[config.mk]
export PLATFORM = sky130hd
export DESIGN_NAME = charger_supervisor_timers
export DESIGN_NICKNAME = d
export VERILOG_FILES = /design/src/chg_sup_pkg.sv /design/src/charger_supervisor_timers.sv
export SDC_FILE = /design/constraint.sdc
export NUM_CORES = 1
export LEC_CHECK = 0
export BUFFER_PORTS_ARGS = -buffer_cell sky130_fd_sc_hd__buf_4
export CAP_MARGIN = 40
export CORE_ASPECT_RATIO = 0.6
export CORE_MARGIN = 2
export CORE_UTILIZATION = 40
export CTS_CLUSTER_DIAMETER = 200
export CTS_CLUSTER_SIZE = 10
export DETAILED_ROUTE_END_ITERATION = 8
export GPL_TIMING_DRIVEN = 0
export SLEW_MARGIN = 5
export SYNTH_ARGS = -nofsm -noshare
export SYNTH_HDL_FRONTEND = slang
export SYNTH_SLANG_ARGS = --single-unit
[constraint.sdc]
create_clock -name i_clk -period 5.9 [get_ports i_clk]
set_input_delay 0.885 -clock i_clk [delete_from_list [all_inputs] [get_ports i_clk]]
set_output_delay 0.885 -clock i_clk [all_outputs]
set_load 0.03 [all_outputs]
[src/chg_sup_pkg.sv]
// package of constants and carrier types for the charger supervisor
package chg_sup_pkg;
    localparam int unsigned CLK_HZ          = 200_000_000;
    localparam int unsigned CLK_NS          = 5;
    // interrupt pulse width
    localparam int unsigned IRQ_PULSE_US    = 128;
    localparam int unsigned IRQ_PULSE_CYC   = IRQ_PULSE_US * 1000 / CLK_NS;
    // host watchdog interval
    localparam longint unsigned WDOG_S      = 50;
    localparam longint unsigned WDOG_CYC    = WDOG_S * CLK_HZ;
    // safety timer base tick (one minute) and precharge fraction
    localparam longint unsigned MIN_CYC     = 60 * CLK_HZ;
    localparam int unsigned PRE_DIV         = 10;
    // safety duration select field width
    localparam int unsigned DSEL_W          = 2;
    // warm-zone target drop, floor and target width (mV)
    localparam int unsigned VT_W            = 13;
    localparam logic [12:0] WARM_DROP_MV    = 13'h008C;
    localparam logic [12:0] VT_FLOOR_MV     = 13'h0E10;
    // charge-state and error-code encodings
    localparam logic [1:0] ST_READY         = 2'h0;
    localparam logic [1:0] ST_CHARGE        = 2'h1;
    localparam logic [1:0] ST_DONE          = 2'h2;
    localparam logic [1:0] ST_FAULT         = 2'h3;
    localparam logic [2:0] ERR_NONE         = 3'h0;
    localparam logic [2:0] ERR_SAFETY       = 3'h1;
    localparam logic [2:0] ERR_THERMAL      = 3'h2;
    localparam logic [2:0] ERR_BATTEMP      = 3'h3;

    typedef enum logic [2:0] {
        CH_IDLE, CH_PRE, CH_FAST, CH_DONE, CH_FAULT
    } chg_state_t;

    // thermistor zone comparator results
    typedef struct packed {
        logic ts_off;
        logic cold;
        logic cool;
        logic warm;
        logic hot;
    } ts_zone_t;

    // analog loop and supply comparator flags
    typedef struct packed {
        logic vin_uvlo_ok;
        logic vin_above_bat;
        logic vin_below_ovp;
        logic die_shutdown;
        logic die_below_hys;
        logic loop_cc;
        logic loop_cv;
        logic loop_other;
    } analog_flags_t;
endpackage

[src/charger_supervisor_timers.sv]
// charger supervisor: safety timer, watchdog, zones, thermal, status pins
// Function
// - safety timer expiry ends charge into fault
// - precharge limited to one tenth duration
// - timer fault gives one 128us interrupt pulse
// - fault clears only on disable or power toggle
// - duration select, change restarts running timer
// - half rate timer outside cc/cv loops
// - 50s watchdog starts after first host access
// - hiz disables watchdog until new access
// - each host access outside hiz reloads watchdog
// - expiry restores defaults except button cfgs
// - hot or cold suspends charge, freezes safety timer
// - cool zone halves fast charge current
// - warm zone drops target 140mV, floor 3.6V
// - thermistor off disables zone reactions
// - thermal shutdown stops charge and outputs
// - shutdown resets safety timer, watchdog runs
// - resume only below limit by hysteresis
// - status valid after good start, no pulses
// - power good low only for valid input
// - remap bit makes power good follow button
// - interrupt low while charging, faults pulse
// - battery only: rails on, pin latches aux on
// - input present: disable pin gates charge
`timescale 1ns/1ps
`default_nettype none
module charger_supervisor_timers
    import chg_sup_pkg::*;
#(
    parameter longint unsigned MIN_CYCLES  = MIN_CYC,
    parameter longint unsigned WDOG_CYCLES = WDOG_CYC,
    parameter int unsigned     PULSE_CYC   = IRQ_PULSE_CYC
) (
    // clock and reset
    input  wire logic             i_clk,
    input  wire logic             i_arst_n,
    // supply, loop and thermal comparators
    input  wire analog_flags_t    i_flags,
    input  wire ts_zone_t         i_zone,
    input  wire logic             i_vin_present,
    input  wire logic             i_startup_done,
    input  wire logic             i_startup_fault,
    // charger engine events
    input  wire logic             i_precharge,
    input  wire logic             i_terminated,
    input  wire logic             i_recharge_req,
    // configuration
    input  wire logic [1:0]       i_safety_duration_sel,
    input  wire logic             i_half_rate_timer_en,
    input  wire logic             i_int_enable,
    input  wire logic             i_good_pin_button_remap,
    input  wire logic             i_hiz_mode,
    input  wire logic [VT_W-1:0]  i_battery_regulation_target,
    input  wire logic             i_host_access,
    // pins
    input  wire logic             i_chip_disable_n,
    input  wire logic             i_manual_reset_button,
    input  wire logic             i_aux_output_control_pin,
    input  wire logic             i_aux_enabled,
    // charge and rail controls
    output logic                  o_charge_en,
    output logic                  o_half_current,
    output logic [VT_W-1:0]       o_reg_target,
    output logic                  o_middle_power_node_en,
    output logic                  o_buck_output_rail_en,
    output logic                  o_aux_switch_output_en,
    output logic                  o_regs_to_default,
    // status fields
    output logic [1:0]            o_charge_state,
    output logic [2:0]            o_error_code,
    // open-drain pins, enable high pulls low
    output logic                  o_int_o,
    output logic                  o_int_oe,
    output logic                  o_power_good_n_o,
    output logic                  o_power_good_n_oe
);

    // ********************************
    // state
    // ********************************
    typedef struct packed {
        chg_state_t    st;
        logic [39:0]   sub;
        logic [15:0]   mins;
        logic          half_ph;
        logic [1:0]    dsel;
        logic [39:0]   wd;
        logic          wd_run;
        logic [15:0]   pulse;
        logic          tshut;
        logic          aux_on;
        logic          cd_prev;
        logic          vin_prev;
        logic          wd_fire;
        logic [2:0]    err;
    } state_t;

    state_t s_r;
    state_t s_nxt;

    // duration in minutes per select code
    function automatic logic [15:0] dur_min(input logic [1:0] sel);
        case (sel)
            2'h0:    dur_min = 16'h001E;
            2'h1:    dur_min = 16'h00B4;
            2'h2:    dur_min = 16'h0168;
            default: dur_min = 16'hFFFF;
        endcase
    endfunction

    logic zone_act;
    logic susp;
    logic run_ok;
    logic limit_hit;
    logic [15:0] lim;
    logic [VT_W-1:0] warm_t;

    // zone qualifiers and limits
    always_comb begin
        zone_act  = !i_zone.ts_off;
        susp      = zone_act && (i_zone.hot || i_zone.cold);
        run_ok    = i_chip_disable_n == 1'b0 && i_vin_present;
        lim       = (s_r.st == CH_PRE) ?
                    16'(dur_min(s_r.dsel) / 16'(PRE_DIV)) :
                    dur_min(s_r.dsel);
        limit_hit = (s_r.mins >= lim) && (s_r.dsel != 2'h3);
        warm_t    = (i_battery_regulation_target >
                     VT_FLOOR_MV + WARM_DROP_MV) ?
                    i_battery_regulation_target - WARM_DROP_MV :
                    VT_FLOOR_MV;
    end

    // next-state logic
    always_comb begin
        s_nxt          = s_r;
        s_nxt.cd_prev  = i_chip_disable_n;
        s_nxt.vin_prev = i_vin_present;
        s_nxt.wd_fire  = 1'b0;
        // thermal shutdown with hysteresis
        if (i_flags.die_shutdown) begin
            s_nxt.tshut = 1'b1;
        end else if (i_flags.die_below_hys) begin
            s_nxt.tshut = 1'b0;
        end
        // aux output memory and pin control
        if (s_r.tshut) begin
            s_nxt.aux_on = 1'b0;
        end else if (!i_vin_present && !i_chip_disable_n) begin
            s_nxt.aux_on = s_r.aux_on | i_aux_output_control_pin;
        end else begin
            s_nxt.aux_on = i_aux_enabled | i_aux_output_control_pin;
        end
        // safety timer tick, half rate outside cc/cv
        if (s_r.st == CH_PRE || s_r.st == CH_FAST) begin
            if (!susp) begin
                if (s_r.sub >= 40'(MIN_CYCLES - 1)) begin
                    s_nxt.sub = '0;
                    if (i_half_rate_timer_en && i_flags.loop_other &&
                        !i_flags.loop_cc && !i_flags.loop_cv) begin
                        s_nxt.half_ph = !s_r.half_ph;
                        if (s_r.half_ph) s_nxt.mins = s_r.mins + 16'h0001;
                    end else begin
                        s_nxt.mins = s_r.mins + 16'h0001;
                    end
                end else begin
                    s_nxt.sub = s_r.sub + 40'h1;
                end
            end
        end
        // charge sequencing
        case (s_r.st)
            CH_IDLE: begin
                if (run_ok && !s_r.tshut && i_startup_done) begin
                    s_nxt.st = i_precharge ? CH_PRE : CH_FAST;
                end
            end
            CH_PRE, CH_FAST: begin
                if (s_r.st == CH_PRE && !i_precharge) s_nxt.st = CH_FAST;
                if (i_terminated) begin
                    s_nxt.st = CH_DONE;
                end else if (limit_hit) begin
                    s_nxt.st    = CH_FAULT;
                    s_nxt.err   = ERR_SAFETY;
                    s_nxt.pulse = 16'(PULSE_CYC);
                end
            end
            CH_DONE: begin
                if (i_recharge_req) s_nxt.st = CH_IDLE;
            end
            CH_FAULT: begin
                // only a disable or power toggle clears it
                if ((i_chip_disable_n && !s_r.cd_prev) ||
                    (i_vin_present && !s_r.vin_prev)) begin
                    s_nxt.st  = CH_IDLE;
                    s_nxt.err = ERR_NONE;
                end
            end
            default: s_nxt.st = CH_IDLE;
        endcase
        if (s_r.st != CH_FAULT && (!run_ok || s_r.tshut)) begin
            s_nxt.st = CH_IDLE;
        end
        // timer cleared off-charge, on duration change, shutdown
        if (s_nxt.st == CH_IDLE || s_nxt.st == CH_DONE || s_r.tshut ||
            i_safety_duration_sel != s_r.dsel ||
            (s_r.st == CH_PRE && s_nxt.st == CH_FAST)) begin
            s_nxt.sub     = '0;
            s_nxt.mins    = '0;
            s_nxt.half_ph = 1'b0;
        end
        s_nxt.dsel = i_safety_duration_sel;
        // thermal fault pulse on shutdown entry
        if (i_flags.die_shutdown && !s_r.tshut && s_r.pulse == 16'h0000) begin
            s_nxt.pulse = 16'(PULSE_CYC);
            s_nxt.err   = ERR_THERMAL;
        end else if (s_r.pulse != 16'h0000 && s_nxt.pulse == s_r.pulse) begin
            s_nxt.pulse = s_r.pulse - 16'h0001;
        end
        if (!i_startup_done || i_startup_fault) s_nxt.pulse = '0;
        // watchdog, keeps counting through thermal shutdown
        if (i_hiz_mode) begin
            s_nxt.wd_run = 1'b0;
        end else if (i_host_access) begin
            s_nxt.wd_run = 1'b1;
            s_nxt.wd     = 40'(WDOG_CYCLES - 1);
        end else if (s_r.wd_run) begin
            if (s_r.wd == '0) begin
                s_nxt.wd_run  = 1'b0;
                s_nxt.wd_fire = 1'b1;
            end else begin
                s_nxt.wd = s_r.wd - 40'h1;
            end
        end
    end

    // state register
    always_ff @(posedge i_clk or negedge i_arst_n) begin
        if (!i_arst_n) begin
            s_r         <= '0;
            s_r.st      <= CH_IDLE;
            s_r.cd_prev <= 1'b1;
        end else begin
            s_r <= s_nxt;
        end
    end

    // ********************************
    // outputs
    // ********************************
    always_comb begin
        o_charge_en      = s_r.st == CH_PRE || s_r.st == CH_FAST;
        o_charge_en      = o_charge_en && !susp && !s_r.tshut;
        o_half_current   = zone_act && i_zone.cool;
        o_reg_target     = (zone_act && i_zone.warm) ? warm_t :
                           i_battery_regulation_target;
        o_middle_power_node_en = !s_r.tshut;
        o_buck_output_rail_en  = !s_r.tshut;
        o_aux_switch_output_en = s_r.aux_on && !s_r.tshut;
        o_regs_to_default      = s_r.wd_fire;
        case (s_r.st)
            CH_PRE, CH_FAST: o_charge_state = ST_CHARGE;
            CH_DONE:         o_charge_state = ST_DONE;
            CH_FAULT:        o_charge_state = ST_FAULT;
            default:         o_charge_state = ST_READY;
        endcase
        o_error_code = s_r.err;
        o_int_o      = 1'b0;
        o_int_oe     = i_startup_done && !i_startup_fault &&
                       ((i_int_enable && o_charge_state == ST_CHARGE) ||
                        s_r.pulse != 16'h0000);
        o_power_good_n_o  = 1'b0;
        o_power_good_n_oe = i_good_pin_button_remap ?
                            !i_manual_reset_button :
                            (i_startup_done && i_flags.vin_uvlo_ok &&
                             i_flags.vin_above_bat &&
                             i_flags.vin_below_ovp);
    end

    // ********************************
    // checks
    // ********************************
    chk_pulse_len: assert property (@(posedge i_clk) disable iff (!i_arst_n)
        s_r.pulse == 16'(PULSE_CYC) |-> ##1 s_r.pulse != 16'(PULSE_CYC)
                   || !i_startup_done)
        else $error("pulse counter stuck");
    chk_fault_holds: assert property (@(posedge i_clk) disable iff (!i_arst_n)
        s_r.st == CH_FAULT && i_chip_disable_n == s_r.cd_prev
        && (i_vin_present == s_r.vin_prev || !i_vin_present)
        |=> s_r.st == CH_FAULT)
        else $error("fault cleared without toggle");
    chk_wd_reload: assert property (@(posedge i_clk) disable iff (!i_arst_n)
        i_host_access && !i_hiz_mode |=> s_r.wd_run
        && s_r.wd == 40'(WDOG_CYCLES - 1))
        else $error("watchdog not reloaded");
    chk_hiz_stop: assert property (@(posedge i_clk) disable iff (!i_arst_n)
        i_hiz_mode |=> !s_r.wd_run)
        else $error("watchdog runs in hiz");
    chk_tshut_rails: assert property (@(posedge i_clk) disable iff (!i_arst_n)
        s_r.tshut |-> !o_charge_en && !o_buck_output_rail_en)
        else $error("rails on in shutdown");
    chk_tshut_timer: assert property (@(posedge i_clk) disable iff (!i_arst_n)
        s_r.tshut |=> s_r.mins == '0 && s_r.sub == '0)
        else $error("safety timer runs in shutdown");
    chk_susp_freeze: assert property (@(posedge i_clk) disable iff (!i_arst_n)
        susp && !s_r.tshut && $stable(i_safety_duration_sel)
        && s_nxt.st == s_r.st |=> $stable(s_r.sub))
        else $error("timer moved while suspended");
    chk_dsel_restart: assert property (@(posedge i_clk) disable iff (!i_arst_n)
        i_safety_duration_sel != s_r.dsel |=> s_r.mins == '0)
        else $error("duration change did not restart");
    chk_warm_floor: assert property (@(posedge i_clk) disable iff (!i_arst_n)
        zone_act && i_zone.warm |-> o_reg_target >= VT_FLOOR_MV)
        else $error("warm target under floor");
endmodule
`default_nettype wire

==> results.sh <==
export IMPL_path_clk_slew_ns=0.06
export IMPL_synthesis_instances=916
export IMPL_finalNetCount=1083
export IMPL_ys_seq_elements=126
export IMPL_synth_edff_count=0
export IMPL_die_h_um=112
export IMPL_crit_top_cell="ha_1"
export IMPL_post_route_period_util_pct=92.1
export IMPL_ff2ff_setup_slack_ns=0.47
export IMPL_status="completed"
export IMPL_netlist_area_leader_share_pct=40.2
export IMPL_cts_hold_repair_buffers=0
export IMPL_post_drt_wl_per_cell_um=15.6
export IMPL_drt_pass1_iterations=6
export IMPL_drc=0
export IMPL_synthTopCellsByCount="dfrtp_1, nor2_1, a21oi_1"
export IMPL_drive_gt1_share_pct=13.0
export IMPL_ios=73
export IMPL_cp_data_required_time_ns=6.22
export IMPL_hold_viol=0
export IMPL_grt_use_total_pct=20.0
export IMPL_synthTopCellsByArea="dfrtp_1, a21oi_1, nor2_1"
export IMPL_synth_most_common_cell="dfrtp_1"
export IMPL_dr_first_iter_drc_count=651
export IMPL_maxSlewViolCount=0
export IMPL_yosysUniqueCellTypes=70
export IMPL_die_x_um=184
export IMPL_cpMaxStageDelayCell="o41a_1"
export IMPL_clk_latency_ns=0.43
export IMPL_ant_nets=0
export IMPL_leakage_nw=3.91
export IMPL_setup_violations=0
export IMPL_overflow=0
export IMPL_finalCriticalPeriod_ns=5.43
export IMPL_grt_pass1_vias=6187
export IMPL_synth_ff_type="dfrtp_1"
export IMPL_core_mm2=0.0190
export IMPL_yosys_warnings=0
export IMPL_fin_setup_tns_ns=0
export IMPL_grt_max_degree=74
export IMPL_cp_num_buf_inv=4
export IMPL_cp_arrival_ns=5.75
export IMPL_min_path_type="flop to flop"
export IMPL_initial_core_util_pct=40.9
export IMPL_cts_buffer_depth=2
export IMPL_netlist_area_mm2=0.00779
export IMPL_diodes=0
export IMPL_dieArea_mm2=0.0206
export IMPL_htreeDepth=4
export IMPL_cts_sinks=126
export IMPL_synth_largest_area_cell="dfrtp_1"
export IMPL_critical_path_startpoint_type="flop"
export IMPL_worst_setup_path_end_kind="flop"
export IMPL_hold_path_depth=1
export IMPL_cpPeakStageDelay_ns=0.51
export IMPL_critPathLaunch="s_r[66]"
export IMPL_worst_r2r_endpoint="s_r[117]"
export IMPL_io_buffers=68
export IMPL_antenna_found_initial=0
export IMPL_syn_avg_cell_area_um2=8.50
export IMPL_worst_pin_slew_ns=0.836
export IMPL_area_growth_syn_to_layout_pct=18.6
export IMPL_ir_drop_mv=0.222
export IMPL_cts_tree="done"
export IMPL_num_vias=6938
export IMPL_cp_depth=20
export IMPL_place_hpwl_mm=14.4
export IMPL_timing_slew_headroom_pct=43.8
export IMPL_crit_end="s_r[117]"
export IMPL_row_count=39
export IMPL_skew_ns=0.0118
export IMPL_gp_congestion=0.817
export IMPL_ys_async_sr_fraction_pct=100
export IMPL_fin_total_pwr_mw=2.75
export IMPL_totalWireLength_mm=19.8
export IMPL_timing_rr_start="s_r[66]"
export IMPL_crit_chain="ha_1 -> clkbuf_1 -> inv_1 -> ha_1 -> xnor2_1 -> a2111oi_0 -> nor4_1 -> a21oi_1 -> ha_1 -> nand4_1 -> o21bai_1 -> a221oi_2 -> a31oi_2 -> a211o_1 -> o41a_1 -> a21oi_4 -> buf_4 -> buf_6 -> nor3_1 -> o21a_1"
export IMPL_cts_buffers=17
export IMPL_max_freq_mhz=184
export IMPL_grt_pass1_wl_mm=32.8
export IMPL_viasPerCell=5.48
export IMPL_drv_cap=0
export IMPL_critPathKind="flop to flop"
export IMPL_cp_top_family="compound AO/OA/AOI/OAI gates"
export IMPL_p_per_area_mw_per_mm2=297
export IMPL_cp_max_fo=10
export IMPL_post_cts_resized=0
export IMPL_post_cts_repair_setup_buffers=0
export IMPL_yosysSeqAreaShare_pct=40.5
export IMPL_r2r_cells=20
export IMPL_rsz0062_at_grt="false"
export IMPL_cts_root_buf="clkbuf_16"
==> layer usage <==
layer,wire (um),vias to the layer above,global-route usage (%)
li1,-,3473,-
met1,10900,3308,32.2
met2,7650,150,26.2
met3,1140,7,5.19
met4,138,0,4.48
met5,0,-,0
==> sequential cells by signal, summed over array words and instances (netlist names) <==
name,cells
s_r,123
o_error_code,2
o_regs_to_default,1
==> cell type report <==
| cell class | count | area [um^2] |
|---|---|---|
| plain buffers | 32 | 158 |
| clock buffers | 21 | 460 |
| clock inverters | 11 | 131 |
| fillers | 1834 | 9790 |
| inverters | 36 | 135 |
| multi-input cells | 724 | 4350 |
| flip-flops and latches | 126 | 3150 |
| well taps | 246 | 308 |
| repair buffers | 69 | 542 |
==> per-stage QoR <==
stage | setup WS, ns | utilization [%] | cell area [um^2] | cells | hold WS [ns]
floorplan | 1.47 | - | 7790 | 918 | 0.454
finish | 0.469 | 48.5 | 9240 | 1265 | 0.492
CTS | 0.482 | 48.5 | 9240 | 1265 | 0.493
global placement | 0.578 | 45.3 | 8610 | 1232 | 0.470
global route | 0.0398 | 48.5 | 9240 | 1265 | 0.508
detailed placement | 0.526 | 45.4 | 8640 | 1233 | 0.471
==> worst reg2reg max path: stages, from the launching register on <==
cell and delay [ns]:
dfrtp_1 0.50, ha_1 0.27, clkbuf_1 0.34, inv_1 0.17
ha_1 0.25, xnor2_1 0.13, a2111oi_0 0.42, nor4_1 0.10
a21oi_1 0.20, ha_1 0.28, nand4_1 0.16, o21bai_1 0.10
a221oi_2 0.33, a31oi_2 0.23, a211o_1 0.37, o41a_1 0.51
a21oi_4 0.30, buf_4 0.25, buf_6 0.17, nor3_1 0.07
o21a_1 0.17
==> worst min path at each step <==
stage,start,end,slack [ns]
2_1_floorplan,s_r[120],s_r[120],0.45
3_3_place_gp,s_r[120],s_r[120],0.47
3_5_place_dp,s_r[120],s_r[120],0.47
4_1_cts,s_r[120],s_r[120],0.49
5_1_grt,s_r[123],s_r[123],0.51
6_report,s_r[123],s_r[123],0.49
==> cells by family after synthesis <==
family	Yosys count	synth area share (%)
buffers and inverters	68	3.76
muxes	8	1.06
and+or+nand+nor	418	27.5
DFF	126	40.5
adders and majority gates	32	5.14
xor gates and xnor gates	48	5.40
AOI/OAI and AO/OA	215	16.5
other	1	0.0482
==> power by group <==
group / leakage (nW) / total (mW) / internal (mW) / switching, mW
registers: 1.65 / 0.995 / 0.928 / 0.0670
clock network: 0.281 / 1.06 / 0.648 / 0.410
logic: 1.98 / 0.693 / 0.276 / 0.417
total: 3.91 / 2.75 / 1.85 / 0.894
==> cells in the final DEF (no fill, tap or decap), types with 15 or more instances in the layout <==
cell         n
nor3_1      31
nand2_1     80
a21oi_1     95
ha_1        32
nand4_1     23
nor4_1      15
xor2_1      29
or3_1       29
dfrtp_1    125
or4_1       15
nor2_1     116
nand3_1     36
clkbuf_16   17
o21ai_0     49
buf_4       74
inv_1       36
clkbuf_1    21
xnor2_1     19
(Power assumes the default switching activity.)
